### src/design/panel_cmd_pkg.sv
// Opcodes, defaults, field masks and counts of the panel command decoder
package panel_cmd_pkg;

  ////////////////////////////////////////////////////////////////////////////
  // Opcodes
  localparam logic [7:0] OP_PANEL_CONFIG = 8'h00;
  localparam logic [7:0] OP_POWER_CONFIG = 8'h01;
  localparam logic [7:0] OP_SUPPLY_OFF = 8'h02;
  localparam logic [7:0] OP_SUPPLY_OFF_DELAY = 8'h03;
  localparam logic [7:0] OP_SUPPLY_ON = 8'h04;
  localparam logic [7:0] OP_BOOSTER_SOFTSTART = 8'h06;
  localparam logic [7:0] OP_DEEP_SLEEP = 8'h07;
  localparam logic [7:0] OP_IMAGE_DATA = 8'h10;
  localparam logic [7:0] OP_DATA_STOP = 8'h11;
  localparam logic [7:0] OP_REFRESH = 8'h12;
  localparam logic [7:0] OP_IMAGE_PROCESS = 8'h13;
  localparam logic [7:0] OP_VCOM_TABLE = 8'h20;
  localparam logic [7:0] OP_BLUE_TABLE = 8'h21;
  localparam logic [7:0] OP_WHITE_TABLE = 8'h22;
  localparam logic [7:0] DEEP_SLEEP_CHECK = 8'ha5;

  ////////////////////////////////////////////////////////////////////////////
  // Values after reset
  localparam logic [7:0] RST_PANEL_CONFIG = 8'h0f;
  localparam logic [7:0] RST_VCOM_FLOAT = 8'h00;
  localparam logic [7:0] RST_SUPPLY_ENABLES = 8'h07;
  localparam logic [7:0] RST_GATE_LEVEL = 8'h01;
  localparam logic [7:0] RST_POS_SRC_LEVEL = 8'h05;
  localparam logic [7:0] RST_NEG_SRC_LEVEL = 8'h05;
  localparam logic [7:0] RST_POWEROFF_DELAY = 8'h00;
  localparam logic [7:0] RST_BOOST_PHASE = 8'h00;
  localparam logic [7:0] RST_IMAGE_PROCESS = 8'h00;

  ////////////////////////////////////////////////////////////////////////////
  // Masks of the bits each parameter byte really holds
  localparam logic [7:0] MASK_PANEL_CONFIG = 8'hef;
  localparam logic [7:0] MASK_VCOM_FLOAT = 8'h10;
  localparam logic [7:0] MASK_SUPPLY_ENABLES = 8'h37;
  localparam logic [7:0] MASK_GATE_LEVEL = 8'h03;
  localparam logic [7:0] MASK_SRC_LEVEL = 8'h3f;
  localparam logic [7:0] MASK_POWEROFF_DELAY = 8'h30;
  localparam logic [7:0] MASK_BOOST_PHASE_C = 8'h3f;
  localparam logic [7:0] MASK_IMAGE_PROCESS = 8'h17;

  ////////////////////////////////////////////////////////////////////////////
  // Serial framing and table lengths (parameter bytes, opcode excluded)
  localparam logic [3:0] BITS_4WIRE = 4'h8;
  localparam logic [3:0] BITS_3WIRE = 4'h9;
  localparam logic [8:0] VCOM_TABLE_LEN = 9'h0dc;
  localparam logic [8:0] COLOR_TABLE_LEN = 9'h104;
  localparam logic [8:0] IDX_MAX = 9'h1ff;
  localparam int FIFO_DEPTH_DEF = 16;
  localparam int PIX_WIDTH = 6;

  // Table selector codes on the table write port
  localparam logic [1:0] TBL_VCOM = 2'h0;
  localparam logic [1:0] TBL_BLUE = 2'h1;
  localparam logic [1:0] TBL_WHITE = 2'h2;

  typedef enum logic [1:0] {
    ST_IDLE = 2'b00,
    ST_PARAM = 2'b01,
    ST_SLEEP = 2'b10
  } dec_state_t;

  // State of the whole decoder in one record
  typedef struct packed {
    logic [1:0] sclk_s;
    logic [1:0] cs_s;
    logic [1:0] dc_s;
    logic [1:0] din_s;
    logic [1:0] bs_s;
    logic [1:0] rst_s;
    logic sclk_d;
    logic [3:0] bitcnt;
    logic [8:0] shreg;
    logic rd_mode;
    logic sdout;
    logic sdoe;
    logic busy_n;
    dec_state_t st;
    logic [7:0] cmd;
    logic [8:0] idx;
    logic [7:0] panel_config;
    logic [7:0] vcom_float;
    logic [7:0] supply_en;
    logic [7:0] gate_level;
    logic [7:0] pos_level;
    logic [7:0] neg_level;
    logic [7:0] off_delay;
    logic [7:0] phase_a;
    logic [7:0] phase_b;
    logic [7:0] phase_c;
    logic [7:0] img_proc;
    logic data_seen;
    logic data_flag;
    logic sleep;
    logic off_go;
    logic on_go;
    logic refresh_go;
    logic tbl_wr;
    logic [1:0] tbl_sel;
    logic [8:0] tbl_addr;
    logic [7:0] tbl_data;
    logic pix_wr;
    logic [5:0] pix_data;
  } dec_st_t;

endpackage : panel_cmd_pkg

### src/design/pix_stream_if.sv
// Valid/ready stream between the decoder and its pixel FIFO
`timescale 1ns/100ps
interface pix_stream_if #(parameter int WIDTH = 6);
  logic in_valid;
  logic in_ready;
  logic [WIDTH-1:0] in_data;
  logic out_valid;
  logic out_ready;
  logic [WIDTH-1:0] out_data;

  modport fifo (
    input in_valid, in_data, out_ready,
    output in_ready, out_valid, out_data
  );

  modport user (
    output in_valid, in_data, out_ready,
    input in_ready, out_valid, out_data
  );
endinterface : pix_stream_if

### src/design/epaper_panel_command_decoder.sv
// Serial command decoder of the e-paper panel driver
// How it works
// (RULE_01) Select low marks opcodes, high marks params
// (RULE_02) 00h first param: resolution, table, scan bits; 0Fh
// (RULE_03) Second panel param keeps bit 4, VCOM float; 00h
// (RULE_04) 01h: supply enables 07h, 2-bit gate level 01h
// (RULE_05) Third, fourth power params: 6-bit source levels, 05h
// (RULE_06) 02h pulses supply power-off
// (RULE_07) 03h param bits 5:4 set source-off delay, 00h
// (RULE_08) 04h pulses supply power-on
// (RULE_09) 06h: booster phases A, B 8 bits, C 6 bits, 00h
// (RULE_10) 07h sleeps only after check byte A5h
// (RULE_11) After 10h each param gives two 3-bit pixel codes
// (RULE_12) 11h ends image data; next read gives flag in bit 7
// (RULE_13) 12h pulses display refresh
// (RULE_14) 13h: bit 4 enables processing, bits 2:0 select it
// (RULE_15) 20h loads 220 VCOM table bytes
// (RULE_16) 21h loads 260 blue table bytes
// (RULE_17) 22h loads 260 white table bytes
// (RULE_18) Host issues nothing while busy is low
// (RULE_19) Bus select low: 8-bit frames; high: 9-bit frames
// (RULE_20) Transfers only while selected; reset pin restores defaults
// (RULE_21) Unused bits ignored; unwritten params keep defaults
// (RULE_22) Surplus params ignored until next opcode
`timescale 1ns/100ps
module epaper_panel_command_decoder #(
  parameter int FIFO_DEPTH = panel_cmd_pkg::FIFO_DEPTH_DEF
) (
  // Clock and reset
  input wire logic ref_clk,
  input wire logic nrst,
  // Serial link pins; inputs asynchronous to ref_clk, outputs registered on it
  input wire logic reset_n_pin,
  input wire logic cs_n,
  input wire logic sclk,
  input wire logic dc_sel,
  input wire logic bus_width_select,
  input wire logic sdata_in,
  output logic sdata_out,
  output logic sdata_oe,
  output logic busy_n,
  // Waveform engine status
  input wire logic engine_busy,
  // Stored configuration
  output logic [7:0] panel_config,
  output logic [7:0] panel_vcom_float,
  output logic [7:0] supply_enables,
  output logic [7:0] gate_level,
  output logic [7:0] positive_source_level,
  output logic [7:0] negative_source_level,
  output logic [7:0] poweroff_delay,
  output logic [7:0] booster_phase_a,
  output logic [7:0] booster_phase_b,
  output logic [7:0] booster_phase_c,
  output logic [7:0] image_process_ctrl,
  // Events and sleep level
  output logic supply_off_start,
  output logic supply_on_start,
  output logic refresh_start,
  output logic deep_sleep,
  // Waveform table write port
  output logic table_wr,
  output logic [1:0] table_sel,
  output logic [8:0] table_addr,
  output logic [7:0] table_data,
  // Pixel pair stream out of the FIFO
  output logic pix_valid,
  input wire logic pix_ready,
  output logic [5:0] pix_pair
);

  panel_cmd_pkg::dec_st_t st_r;
  panel_cmd_pkg::dec_st_t st_nxt;

  pix_stream_if #(.WIDTH(panel_cmd_pkg::PIX_WIDTH)) pix_s ();

  ////////////////////////////////////////////////////////////////////////////
  // Defaults of every control field after either reset
  function automatic panel_cmd_pkg::dec_st_t load_defaults(
    input panel_cmd_pkg::dec_st_t s);
    panel_cmd_pkg::dec_st_t d;
    // Synchronisers keep tracking the pins; all else takes its reset value
    d = '0;
    d.sclk_s = s.sclk_s;
    d.cs_s = s.cs_s;
    d.dc_s = s.dc_s;
    d.din_s = s.din_s;
    d.bs_s = s.bs_s;
    d.rst_s = s.rst_s;
    d.sclk_d = s.sclk_d;
    d.busy_n = 1'b1;
    d.st = panel_cmd_pkg::ST_IDLE;
    d.panel_config = panel_cmd_pkg::RST_PANEL_CONFIG; // RULE_02
    d.vcom_float = panel_cmd_pkg::RST_VCOM_FLOAT; // RULE_03
    d.supply_en = panel_cmd_pkg::RST_SUPPLY_ENABLES; // RULE_04
    d.gate_level = panel_cmd_pkg::RST_GATE_LEVEL; // RULE_04
    d.pos_level = panel_cmd_pkg::RST_POS_SRC_LEVEL; // RULE_05
    d.neg_level = panel_cmd_pkg::RST_NEG_SRC_LEVEL; // RULE_05
    d.off_delay = panel_cmd_pkg::RST_POWEROFF_DELAY; // RULE_07
    d.phase_a = panel_cmd_pkg::RST_BOOST_PHASE; // RULE_09
    d.phase_b = panel_cmd_pkg::RST_BOOST_PHASE;
    d.phase_c = panel_cmd_pkg::RST_BOOST_PHASE;
    d.img_proc = panel_cmd_pkg::RST_IMAGE_PROCESS; // RULE_14
    return d;
  endfunction : load_defaults

  // Table length of a table opcode, zero for any other opcode
  function automatic logic [8:0] table_len(input logic [7:0] op);
    case (op)
      panel_cmd_pkg::OP_VCOM_TABLE: table_len = panel_cmd_pkg::VCOM_TABLE_LEN;
      panel_cmd_pkg::OP_BLUE_TABLE,
      panel_cmd_pkg::OP_WHITE_TABLE: table_len = panel_cmd_pkg::COLOR_TABLE_LEN;
      default: table_len = '0;
    endcase
  endfunction : table_len

  ////////////////////////////////////////////////////////////////////////////
  // Combinational next state
  logic rise;
  logic fall;
  logic sel_active;
  logic three_wire;
  logic [3:0] frame_bits;
  logic [8:0] sh;
  logic byte_done;
  logic is_param;
  logic [7:0] rx;
  logic [3:0] rd_bit;
  logic [7:0] rd_byte;

  always_comb begin
    st_nxt = st_r;
    // Two-flop synchronisers; logic reads only the second flop
    st_nxt.sclk_s = {st_r.sclk_s[0], sclk};
    st_nxt.cs_s = {st_r.cs_s[0], cs_n};
    st_nxt.dc_s = {st_r.dc_s[0], dc_sel};
    st_nxt.din_s = {st_r.din_s[0], sdata_in};
    st_nxt.bs_s = {st_r.bs_s[0], bus_width_select};
    st_nxt.rst_s = {st_r.rst_s[0], reset_n_pin};
    st_nxt.sclk_d = st_r.sclk_s[1];
    rise = st_r.sclk_s[1] & ~st_r.sclk_d;
    fall = ~st_r.sclk_s[1] & st_r.sclk_d;
    sel_active = ~st_r.cs_s[1];
    three_wire = st_r.bs_s[1];
    frame_bits = three_wire ? panel_cmd_pkg::BITS_3WIRE
                            : panel_cmd_pkg::BITS_4WIRE; // RULE_19
    sh = {st_r.shreg[7:0], st_r.din_s[1]};
    byte_done = 1'b0;
    is_param = 1'b0;
    rx = sh[7:0];
    rd_bit = '0;
    rd_byte = {st_r.data_flag, 7'h00}; // RULE_12

    // Single-cycle outputs fall back every cycle
    st_nxt.off_go = 1'b0;
    st_nxt.on_go = 1'b0;
    st_nxt.refresh_go = 1'b0;
    st_nxt.tbl_wr = 1'b0;
    st_nxt.pix_wr = 1'b0;

    // Shift on the rising link edge; a deselect drops a partial frame
    if (!sel_active) begin
      st_nxt.bitcnt = '0; // RULE_20
    end else if (rise) begin
      st_nxt.shreg = sh;
      if (st_r.bitcnt + 4'h1 == frame_bits) begin
        st_nxt.bitcnt = '0;
        byte_done = 1'b1;
      end else begin
        st_nxt.bitcnt = st_r.bitcnt + 4'h1;
      end
    end

    // Class of the byte: in 3-wire the leading bit carries the select
    is_param = three_wire ? sh[8] : st_r.dc_s[1]; // RULE_01 RULE_19

    // Read cycle after data stop: drive the flag byte, MSB first
    if (st_r.rd_mode && sel_active &&
        (st_r.bitcnt >= {3'h0, three_wire})) begin
      rd_bit = st_r.bitcnt - {3'h0, three_wire};
      st_nxt.sdoe = 1'b1;
      st_nxt.sdout = rd_byte[3'h7 - rd_bit[2:0]]; // RULE_12
    end else if (!st_r.rd_mode || !sel_active) begin
      st_nxt.sdoe = 1'b0;
      st_nxt.sdout = 1'b0;
    end
    if (fall && !st_r.rd_mode) begin
      st_nxt.sdoe = 1'b0;
    end

    if (byte_done && st_r.rd_mode) begin
      // The read frame is consumed here and never decoded
      st_nxt.rd_mode = 1'b0;
    end else if (byte_done && !st_r.sleep && !is_param) begin
      // Opcode byte: start a new command, close any previous one
      st_nxt.cmd = rx; // RULE_01 RULE_22
      st_nxt.idx = '0;
      st_nxt.st = panel_cmd_pkg::ST_PARAM;
      case (rx)
        panel_cmd_pkg::OP_SUPPLY_OFF: begin
          st_nxt.off_go = 1'b1; // RULE_06
          st_nxt.st = panel_cmd_pkg::ST_IDLE;
        end
        panel_cmd_pkg::OP_SUPPLY_ON: begin
          st_nxt.on_go = 1'b1; // RULE_08
          st_nxt.st = panel_cmd_pkg::ST_IDLE;
        end
        panel_cmd_pkg::OP_REFRESH: begin
          st_nxt.refresh_go = 1'b1; // RULE_13
          st_nxt.st = panel_cmd_pkg::ST_IDLE;
        end
        panel_cmd_pkg::OP_DEEP_SLEEP: begin
          st_nxt.st = panel_cmd_pkg::ST_SLEEP; // RULE_10
        end
        panel_cmd_pkg::OP_IMAGE_DATA: begin
          st_nxt.data_seen = 1'b0;
          st_nxt.data_flag = 1'b0;
        end
        panel_cmd_pkg::OP_DATA_STOP: begin
          st_nxt.data_flag = st_r.data_seen; // RULE_12
          st_nxt.rd_mode = 1'b1;
          st_nxt.st = panel_cmd_pkg::ST_IDLE;
        end
        default: begin
        end
      endcase
    end else if (byte_done && !st_r.sleep) begin
      // Parameter byte; unused bits masked off, surplus bytes dropped
      unique case (st_r.st)
        panel_cmd_pkg::ST_IDLE: begin
        end
        panel_cmd_pkg::ST_SLEEP: begin
          if (rx == panel_cmd_pkg::DEEP_SLEEP_CHECK) begin
            st_nxt.sleep = 1'b1; // RULE_10
          end
          st_nxt.st = panel_cmd_pkg::ST_IDLE; // RULE_22
        end
        panel_cmd_pkg::ST_PARAM: begin
          if (st_r.idx != panel_cmd_pkg::IDX_MAX) begin
            st_nxt.idx = st_r.idx + 9'h001;
          end
          case (st_r.cmd)
            panel_cmd_pkg::OP_PANEL_CONFIG: begin
              if (st_r.idx == 9'h000) begin
                st_nxt.panel_config =
                  rx & panel_cmd_pkg::MASK_PANEL_CONFIG; // RULE_02 RULE_21
              end else if (st_r.idx == 9'h001) begin
                st_nxt.vcom_float =
                  rx & panel_cmd_pkg::MASK_VCOM_FLOAT; // RULE_03
              end
            end
            panel_cmd_pkg::OP_POWER_CONFIG: begin
              if (st_r.idx == 9'h000) begin
                st_nxt.supply_en =
                  rx & panel_cmd_pkg::MASK_SUPPLY_ENABLES; // RULE_04
              end else if (st_r.idx == 9'h001) begin
                st_nxt.gate_level =
                  rx & panel_cmd_pkg::MASK_GATE_LEVEL; // RULE_04
              end else if (st_r.idx == 9'h002) begin
                st_nxt.pos_level =
                  rx & panel_cmd_pkg::MASK_SRC_LEVEL; // RULE_05
              end else if (st_r.idx == 9'h003) begin
                st_nxt.neg_level =
                  rx & panel_cmd_pkg::MASK_SRC_LEVEL; // RULE_05
              end
            end
            panel_cmd_pkg::OP_SUPPLY_OFF_DELAY: begin
              if (st_r.idx == 9'h000) begin
                st_nxt.off_delay =
                  rx & panel_cmd_pkg::MASK_POWEROFF_DELAY; // RULE_07
              end
            end
            panel_cmd_pkg::OP_BOOSTER_SOFTSTART: begin
              if (st_r.idx == 9'h000) begin
                st_nxt.phase_a = rx; // RULE_09
              end else if (st_r.idx == 9'h001) begin
                st_nxt.phase_b = rx; // RULE_09
              end else if (st_r.idx == 9'h002) begin
                st_nxt.phase_c =
                  rx & panel_cmd_pkg::MASK_BOOST_PHASE_C; // RULE_09
              end
            end
            panel_cmd_pkg::OP_IMAGE_DATA: begin
              // Bits 7 and 3 carry nothing; a full FIFO drops the pair
              if (pix_s.in_ready) begin
                st_nxt.pix_wr = 1'b1; // RULE_11
                st_nxt.pix_data = {rx[6:4], rx[2:0]}; // RULE_11
                st_nxt.data_seen = 1'b1;
              end
            end
            panel_cmd_pkg::OP_IMAGE_PROCESS: begin
              if (st_r.idx == 9'h000) begin
                st_nxt.img_proc =
                  rx & panel_cmd_pkg::MASK_IMAGE_PROCESS; // RULE_14
              end
            end
            panel_cmd_pkg::OP_VCOM_TABLE,
            panel_cmd_pkg::OP_BLUE_TABLE,
            panel_cmd_pkg::OP_WHITE_TABLE: begin
              if (st_r.idx < table_len(st_r.cmd)) begin
                st_nxt.tbl_wr = 1'b1; // RULE_15 RULE_16 RULE_17
                st_nxt.tbl_sel = st_r.cmd[1:0];
                st_nxt.tbl_addr = st_r.idx;
                st_nxt.tbl_data = rx;
              end
            end
            default: begin
            end
          endcase
        end
      endcase
    end

    // Busy low while the engine works or the pixel FIFO has no room
    st_nxt.busy_n = ~(engine_busy | ~pix_s.in_ready); // RULE_18

    // Reset pin returns every control field to its default
    if (!st_r.rst_s[1]) begin
      st_nxt = load_defaults(st_nxt); // RULE_20
    end
  end

  ////////////////////////////////////////////////////////////////////////////
  // State register with synchronous active-low reset
  always_ff @(posedge ref_clk) begin
    if (!nrst) begin
      st_r <= load_defaults('0);
    end else begin
      st_r <= st_nxt;
    end
  end

  ////////////////////////////////////////////////////////////////////////////
  // Pixel FIFO; its ready feeds the busy pin back to the host
  assign pix_s.in_valid = st_r.pix_wr;
  assign pix_s.in_data = st_r.pix_data;
  assign pix_s.out_ready = pix_ready;

  pix_fifo #(
    .WIDTH(panel_cmd_pkg::PIX_WIDTH),
    .DEPTH(FIFO_DEPTH)
  ) u_pix_fifo (
    .ref_clk(ref_clk),
    .nrst(nrst),
    .s(pix_s)
  );

  // Output wiring, all from the state record or the FIFO
  assign sdata_out = st_r.sdout;
  assign sdata_oe = st_r.sdoe;
  assign busy_n = st_r.busy_n;
  assign panel_config = st_r.panel_config;
  assign panel_vcom_float = st_r.vcom_float;
  assign supply_enables = st_r.supply_en;
  assign gate_level = st_r.gate_level;
  assign positive_source_level = st_r.pos_level;
  assign negative_source_level = st_r.neg_level;
  assign poweroff_delay = st_r.off_delay;
  assign booster_phase_a = st_r.phase_a;
  assign booster_phase_b = st_r.phase_b;
  assign booster_phase_c = st_r.phase_c;
  assign image_process_ctrl = st_r.img_proc;
  assign supply_off_start = st_r.off_go;
  assign supply_on_start = st_r.on_go;
  assign refresh_start = st_r.refresh_go;
  assign deep_sleep = st_r.sleep;
  assign table_wr = st_r.tbl_wr;
  assign table_sel = st_r.tbl_sel;
  assign table_addr = st_r.tbl_addr;
  assign table_data = st_r.tbl_data;
  assign pix_valid = pix_s.out_valid;
  assign pix_pair = pix_s.out_data;
endmodule : epaper_panel_command_decoder

### src/design/pix_fifo.sv
// Parameterised FIFO holding pixel pairs between decoder and consumer
`timescale 1ns/100ps
module pix_fifo #(
  parameter int WIDTH = 6,
  parameter int DEPTH = 16
) (
  // Clock and reset
  input wire logic ref_clk,
  input wire logic nrst,
  // Stream ports
  pix_stream_if.fifo s
);
  localparam int AW = $clog2(DEPTH);

  typedef struct packed {
    logic [DEPTH-1:0][WIDTH-1:0] mem;
    logic [AW-1:0] wp;
    logic [AW-1:0] rp;
    logic [AW:0] cnt;
  } fifo_st_t;

  fifo_st_t st_r;
  fifo_st_t st_nxt;
  logic push;
  logic pop;

  ////////////////////////////////////////////////////////////////////////////
  // Pointer step that also works for depths not a power of two
  function automatic logic [AW-1:0] step(input logic [AW-1:0] p);
    step = (p == AW'(DEPTH - 1)) ? '0 : p + 1'b1;
  endfunction : step

  // Honest flags straight from the occupancy count
  assign s.in_ready = (st_r.cnt != (AW + 1)'(DEPTH));
  assign s.out_valid = (st_r.cnt != '0);
  assign s.out_data = st_r.mem[st_r.rp]; // Read from the register array
  assign push = s.in_valid & s.in_ready;
  assign pop = s.out_valid & s.out_ready;

  // Next state of storage and pointers
  always_comb begin
    st_nxt = st_r;
    if (push) begin
      st_nxt.mem[st_r.wp] = s.in_data;
      st_nxt.wp = step(st_r.wp);
    end
    if (pop) begin
      st_nxt.rp = step(st_r.rp);
    end
    case ({push, pop})
      2'b10: st_nxt.cnt = st_r.cnt + 1'b1;
      2'b01: st_nxt.cnt = st_r.cnt - 1'b1;
      default: st_nxt.cnt = st_r.cnt;
    endcase
  end

  // State register, synchronous reset empties the FIFO
  always_ff @(posedge ref_clk) begin
    if (!nrst) begin
      st_r <= '0;
    end else begin
      st_r <= st_nxt;
    end
  end
endmodule : pix_fifo

### config.mk
export PLATFORM = sky130hd
export DESIGN_NAME = epaper_panel_command_decoder
export DESIGN_NICKNAME = d
export VERILOG_FILES = /design/src/design/panel_cmd_pkg.sv /design/src/design/pix_stream_if.sv /design/src/design/epaper_panel_command_decoder.sv /design/src/design/pix_fifo.sv
export SDC_FILE = /design/constraint.sdc
export NUM_CORES = 1
export LEC_CHECK = 0
export BUFFER_PORTS_ARGS = -buffer_cell sky130_fd_sc_hd__buf_4
export CAP_MARGIN = 10
export CELL_PAD_IN_SITES_DETAIL_PLACEMENT = 0
export CELL_PAD_IN_SITES_GLOBAL_PLACEMENT = 2
export CORE_UTILIZATION = 38
export DETAILED_ROUTE_END_ITERATION = 6
export PLACE_DENSITY_LB_ADDON = 0.1
export RECOVER_POWER = 50
export SLEW_MARGIN = 20
export SYNTH_ARGS = -nofsm -noshare
export SYNTH_HDL_FRONTEND = slang
export SYNTH_SLANG_ARGS = --single-unit
### constraint.sdc
create_clock -name ref_clk -period 3.1 [get_ports ref_clk]
set_clock_uncertainty 0.1 [all_clocks]
set_input_delay 0.155 -clock ref_clk [delete_from_list [all_inputs] [get_ports ref_clk]]
set_output_delay 0.155 -clock ref_clk [all_outputs]
set_load 0.05 [all_outputs]
# --- Word-level counts from Yosys, hierarchy flattened ---
# Index checks and enable logic that the tools add are counted.
totals:
  regBits: 246
  inputBits: 10
  output_inout_bits: 122
  word_cells: 239
op_classes:
  add_sub_neg: 8
  order_cmp: 6
  eq_ne: 28
  mux: 64
  bitwise: 21
  reduce_logical: 54
op_table:
  columns: ["op", "count"]
  rows:
  - ["$mux W98", 2]
  - ["$bwmux W96", 1]
  - ["$mux W9", 7]
  - ["$mux W8", 7]
  - ["$reduce_and A6 Y1", 8]
  - ["$mux W6", 7]
  - ["$eq A8 B5 Y1 const B", 5]
  - ["$mux W16", 2]
  - ["$mux W32", 1]
  - ["$bmux W6 S4", 1]
  - ["$demux W6 S4", 1]
  - ["$eq A8 B3 Y1 const B", 3]
  - ["$eq A8 B6 Y1 const B", 3]
  - ["$mux W24", 1]
  - ["$reduce_and A7 Y1", 3]
  - ["$mux W20", 1]
  - ["$eq A9 B2 Y1 const B", 2]
  - ["$mux W18", 1]
  - ["$pmux W9 S2", 1]
  - ["$reduce_bool A2 Y1", 9]
  - ["$eq A8 B2 Y1 const B", 2]
  - ["$not A1 Y1", 16]
  - ["$reduce_and A8 Y1", 2]
  - ["$mux W5", 3]
  - ["47 further kinds", 92]

# --- Longest topological paths before layout ---
depth:
  ltp_word: 11
  depth_mapped: 12
  mapped_depth_nobuf: 11

# --- Hierarchy ---
# Synthesis repeated with hierarchy kept, for this count alone.
unflattened:
  cells_unflattened: 1221
  area_unflattened_um2: 11680.0
modules_own_cells:
  columns: ["mod", "n_inst", "cells_each", "area_each_um2", "seq_area_each_um2"]
  rows:
  - ["epaper_panel_command_decoder", 1, 729, 6526.3, 2722.6]
  - ["pix_fifo", 1, 492, 5153.7, 2182.1]

# --- Worst setup path before layout ---
# No wires, ideal clock.
synth_timing:
  kind: "register to register"
  start: "register u_pix_fifo.st_r[0] (netlist bit)"
  end: "register u_pix_fifo.st_r[4] (netlist bit)"
  setup_time_ps: 135
  arrival_time_ps: 2575
  required_time_ps: 2865
  path_slack_ps: 290
  path_stages_with_launch: 13
  path_buffers: 1
  period_less_slack_ps: 2810
  cell_sequence: "dfxtp_1 nor4_1 a21boi_1 clkbuf_1 inv_1 ha_1 inv_1 fa_1 nor2b_1 o21ai_0 and3_1 o311ai_0 o41ai_1"
synth_between:
  elab_chain_len: 4
  word_cells_on_any_way: 10
  cone_classes: "add/sub: 2; eq/ne: 3; mux: 1; bitwise: 2; reduce/logical: 2"
synth_rtl:
  columns: ["element", "line", "rtl"]
  rows:
  - ["start, declared", "pix_fifo.sv:22", "fifo_st_t st_r;"]
  - ["start signal, assigned", "pix_fifo.sv:62", "st_r <= st_nxt;"]
  - ["$ne A5 B5 Y1 or $reduce_bool A5 Y1 (tied branches)", "pix_fifo.sv:34, pix_fifo.sv:35", null]
  - ["$and A1 B1 Y1 (on tied branches)", "pix_fifo.sv:37, pix_fifo.sv:38", null]
  - ["$eq A2 B1 Y1 or $eq A2 B2 Y1 (tied branches)", "pix_fifo.sv:50", "case ({push, pop})"]
  - ["$pmux W5 S2 or $reduce_bool A2 Y1 (tied branches)", null, null]
# Parallel ways exist; a longest one is shown, timed or not.
# A chain may end at the register's enable or synchronous reset.

# --- Worst setup path after layout ---
layout_timing:
  start: "register u_pix_fifo.st_r[6] (netlist bit)"
  end: "output pix_pair[3]"
layout_between:
  elab_chain_len: 2
layout_rtl:
  columns: ["element", "line", "rtl"]
  rows:
  - ["$bmux W6 S4", "pix_fifo.sv:36", "assign s.out_data = st_r.mem[st_r.rp];"]
  - ["$mux W6 (implied by the code)", "pix_fifo.sv:36", null]
  - ["end, declared", "epaper_panel_command_decoder.sv:69", "output logic [5:0] pix_pair"]
# Every way passes these cells. The select of a mux whose other input is x is not followed.

==> reports/qor.txt <==
status -> finished with violations
failing checks -> max-capacitance violations, max-slew violations
CTS Buf Count -> 29
worst setup margin -> 0.1817 ns
Clock Tree Buf Depth -> 3
max_slew headroom -> -29.91%
Comb power frac -> 2.8%
number of cell rows -> 63
Max FO, Critical Path -> 14
placed cell count -> 1537
yosys warns -> 0
Finish-stage setup viols -> 0
DRC viols -> 0
WL final -> 27220 um
grt total ovfl -> 0
clk sinks -> 245
setup total negative slack -> 0 ns
Final Instance Area -> 12780 sq um
TritonCTS clock tree -> done
Iter 0 DRT Violations -> 317
Syn Std Cell Area -> 11710 sq um
io pins -> 132
routability cong. -> 0.7575
Tmin final -> 2.918 ns
Syn Inst Count -> 1179
Final Max Slew Viols -> 123
critical path type -> register to output port
Max Cap Viol -> 1
Layout Area Growth over Synthesis -> 9.156%
Mapped Avg Cell Area -> 9.933 sq um
Avg Vias per Cell -> 4.789
Clk pwr share -> 49.8%
first-pass GRT wire length -> 43150 um
fraction of layout cells with a size suffix above 1 -> 10.78%
sw frac -> 21.72%
CP endpoint kind -> output port
internal power -> 5225 uW
sequential group share of total power -> 47.4%
core box area -> 29950 sq um
Synth cell types -> 63
clk slew on worst S/H paths -> 0.06 ns
DIE HEIGHT -> 177.6 um
Die Wd -> 177.6 um
CP Data Arrival Time -> 2.66 ns
final critical-path share of the clock period -> 94.14%
Via Count -> 7644
initial antenna violation count -> 0
Sw Pwr -> 1450 uW
largest net degree at the start of global routing -> 123
Pleak -> 0.005445 uW
Clock Latency Late Sink -> 0.53 ns
vias in the first global route -> 7555
Routed Antenna Nets -> 0
Worst setup SP type -> register
Worst-Margin Slew -> 1.949 ns
Most used DFF post-synth -> dfxtp_1
min-delay worst type -> primary input to register
Worst Path Required -> 2.84 ns
GRT Total Usage -> 17.42%
post-placement cell area -> 12100 sq um
TritonRoute pass-1 iters -> 6
Diodes inserted -> 0
H-tree depth -> 1
RSZ-0062 raised after global routing -> false
# port buffers -> 98
root buffer selected by CTS -> clkbuf_16
Max IR drop VDD -> 395.2 uV
Hold Fails Final Rpt -> 0
register area share after synthesis -> 41.88%
FFs w/ async S/R, synth -> 0%
Post-synth EDFFs -> 0
PwrDens -> 522.1 nW/um^2
f_max -> 0.3427 GHz
Final nets -> 1218
DIE AREA -> 31530 sq um
Starting Density -> 39.10%
dpl ws -> 0.3035 ns
dpl hpwl -> 18140 um
WL/cell -> 17.05 um
Non-Filler Instances -> 1596
Yosys reg bits -> 245
[registers in the layout, indices dropped and copies added, names as in the netlist, 7 cells and up]
name / flops
u_pix_fifo.st_r: 109
st_r: 37
table_addr: 9
booster_phase_a: 8
booster_phase_b: 8
rx: 8
table_data: 8
panel_config: 7
[per-layer routing]
layer	GRT usage (%)	up-vias	part of all wire (%)
met4	4.487	0	2.4
met2	29.25	129	46
met3	2.421	42	3.4
met1	23.39	3576	48
li1	-	3897	-
met5	0	-	0
[final timing paths]
path                      start            endpoint  slack, ns  cells past startpoint
max          u_pix_fifo.st_r[6]         pix_pair[3]       0.18                      4
min                        nrst    pix_s.in_data[3]       0.17                      4
max reg2reg  u_pix_fifo.st_r[0]  u_pix_fifo.st_r[4]       0.39                     11
min reg2reg           st_r[160]           st_r[161]       0.32                      1
[placed cells by master (no fill, tap or decap), types with 5 or more instances in the layout]
cell and instances:
mux2i_1 184, dfxtp_1 245, nor2b_1 107, and2_1 16, a21oi_1 28, conb_1 33, clkbuf_1 93, and3_1 9
and2_0 6, xor2_1 5, clkbuf_8 6, nand3_1 22, mux4_2 30, clkinv_2 5, or3_1 6, o21ai_0 23
xnor2_1 9, a21boi_0 5, ha_1 22, clkbuf_16 29, nor4_1 7, buf_4 32, nor2_1 46, nand4_1 11
nand2_1 128, inv_1 16, nor3_1 11, dlygate4sd3_1 7
[cell type report]
cell class                      instances  area, sq um
Timing Repair Buffer                  127        674.4
Multi-Input combinational cell        766         5717
Fill cell                            3022        17170
Inverter                               16        60.06
Sequential cell                       245         4905
Tap cell                              390        488.0
Clock buffer                           43        838.3
Clock inverter                          9        101.3
[cell families (layout without fill, tap and decap cells)]
family	after synthesis	count (layout)	synth area share (%)
flip-flops	245	245	41.88
AND/OR/NAND/NOR	405	405	18.71
adder cells (fa/ha/maj)	23	23	2.521
multiplexers	215	215	21.59
XOR/XNOR	15	15	1.186
AO/OA/AOI/OAI	75	75	3.782
other	1	33	0.03202
buffers and inverters	200	195	10.30
[cells in the mapped netlist, drive strengths merged, types with 10 or more instances]
cell type    n  share of area, %
dfxtp      245                42
nand4       16               1.3
ha          22               2.4
buf        130               8.0
inv         16              0.51
xnor2       10              0.81
nand3       26               1.3
nor2b      107               5.7
o21ai       23              0.98
a21oi       29               1.3
nand2      129               4.2
clkbuf      54               1.8
mux2i      184                16
nor2        46               1.5
and2        23               1.2
nor3        12              0.56
mux4        30               5.8
[power by group through the flow]
stage | combinational, uW | sequential [uW] | clock, uW
CTS | 189 | 3160 | 3430
global route | 200 | 3160 | 3560
finish | 187 | 3160 | 3320
floorplan | 185 | 3230 | 0
detailed placement | 182 | 3230 | 0
global placement | 182 | 3230 | 0
[timing repair]
item / in CTS / in global routing
hold endpoints to repair: 7 / 0
resized for setup: 0 / 1
hold buffers: 7 / 0
setup buffers: 0 / 0
endpoints found under the setup margin: 0 / 1
[stage by stage]
step / util (%) / hold WS (ns) / total power, uW
2_1_floorplan: - / 0.1665 / 3414
3_3_place_gp: 40.40 / 0.2577 / 3414
3_5_place_dp: 40.40 / 0.2601 / 3414
4_1_cts: 43.77 / 0.09782 / 6777
5_1_grt: 42.68 / 0.1854 / 6916
6_report: 42.68 / 0.1684 / 6675
[worst max-delay path, stage by stage (launching register included)]
cell     delay (ns)
dfxtp_1        0.63
buf_4          0.36
mux4_2         0.38
mux4_2         0.54
buf_4          0.22
Power figures use the tool's default switching activity.
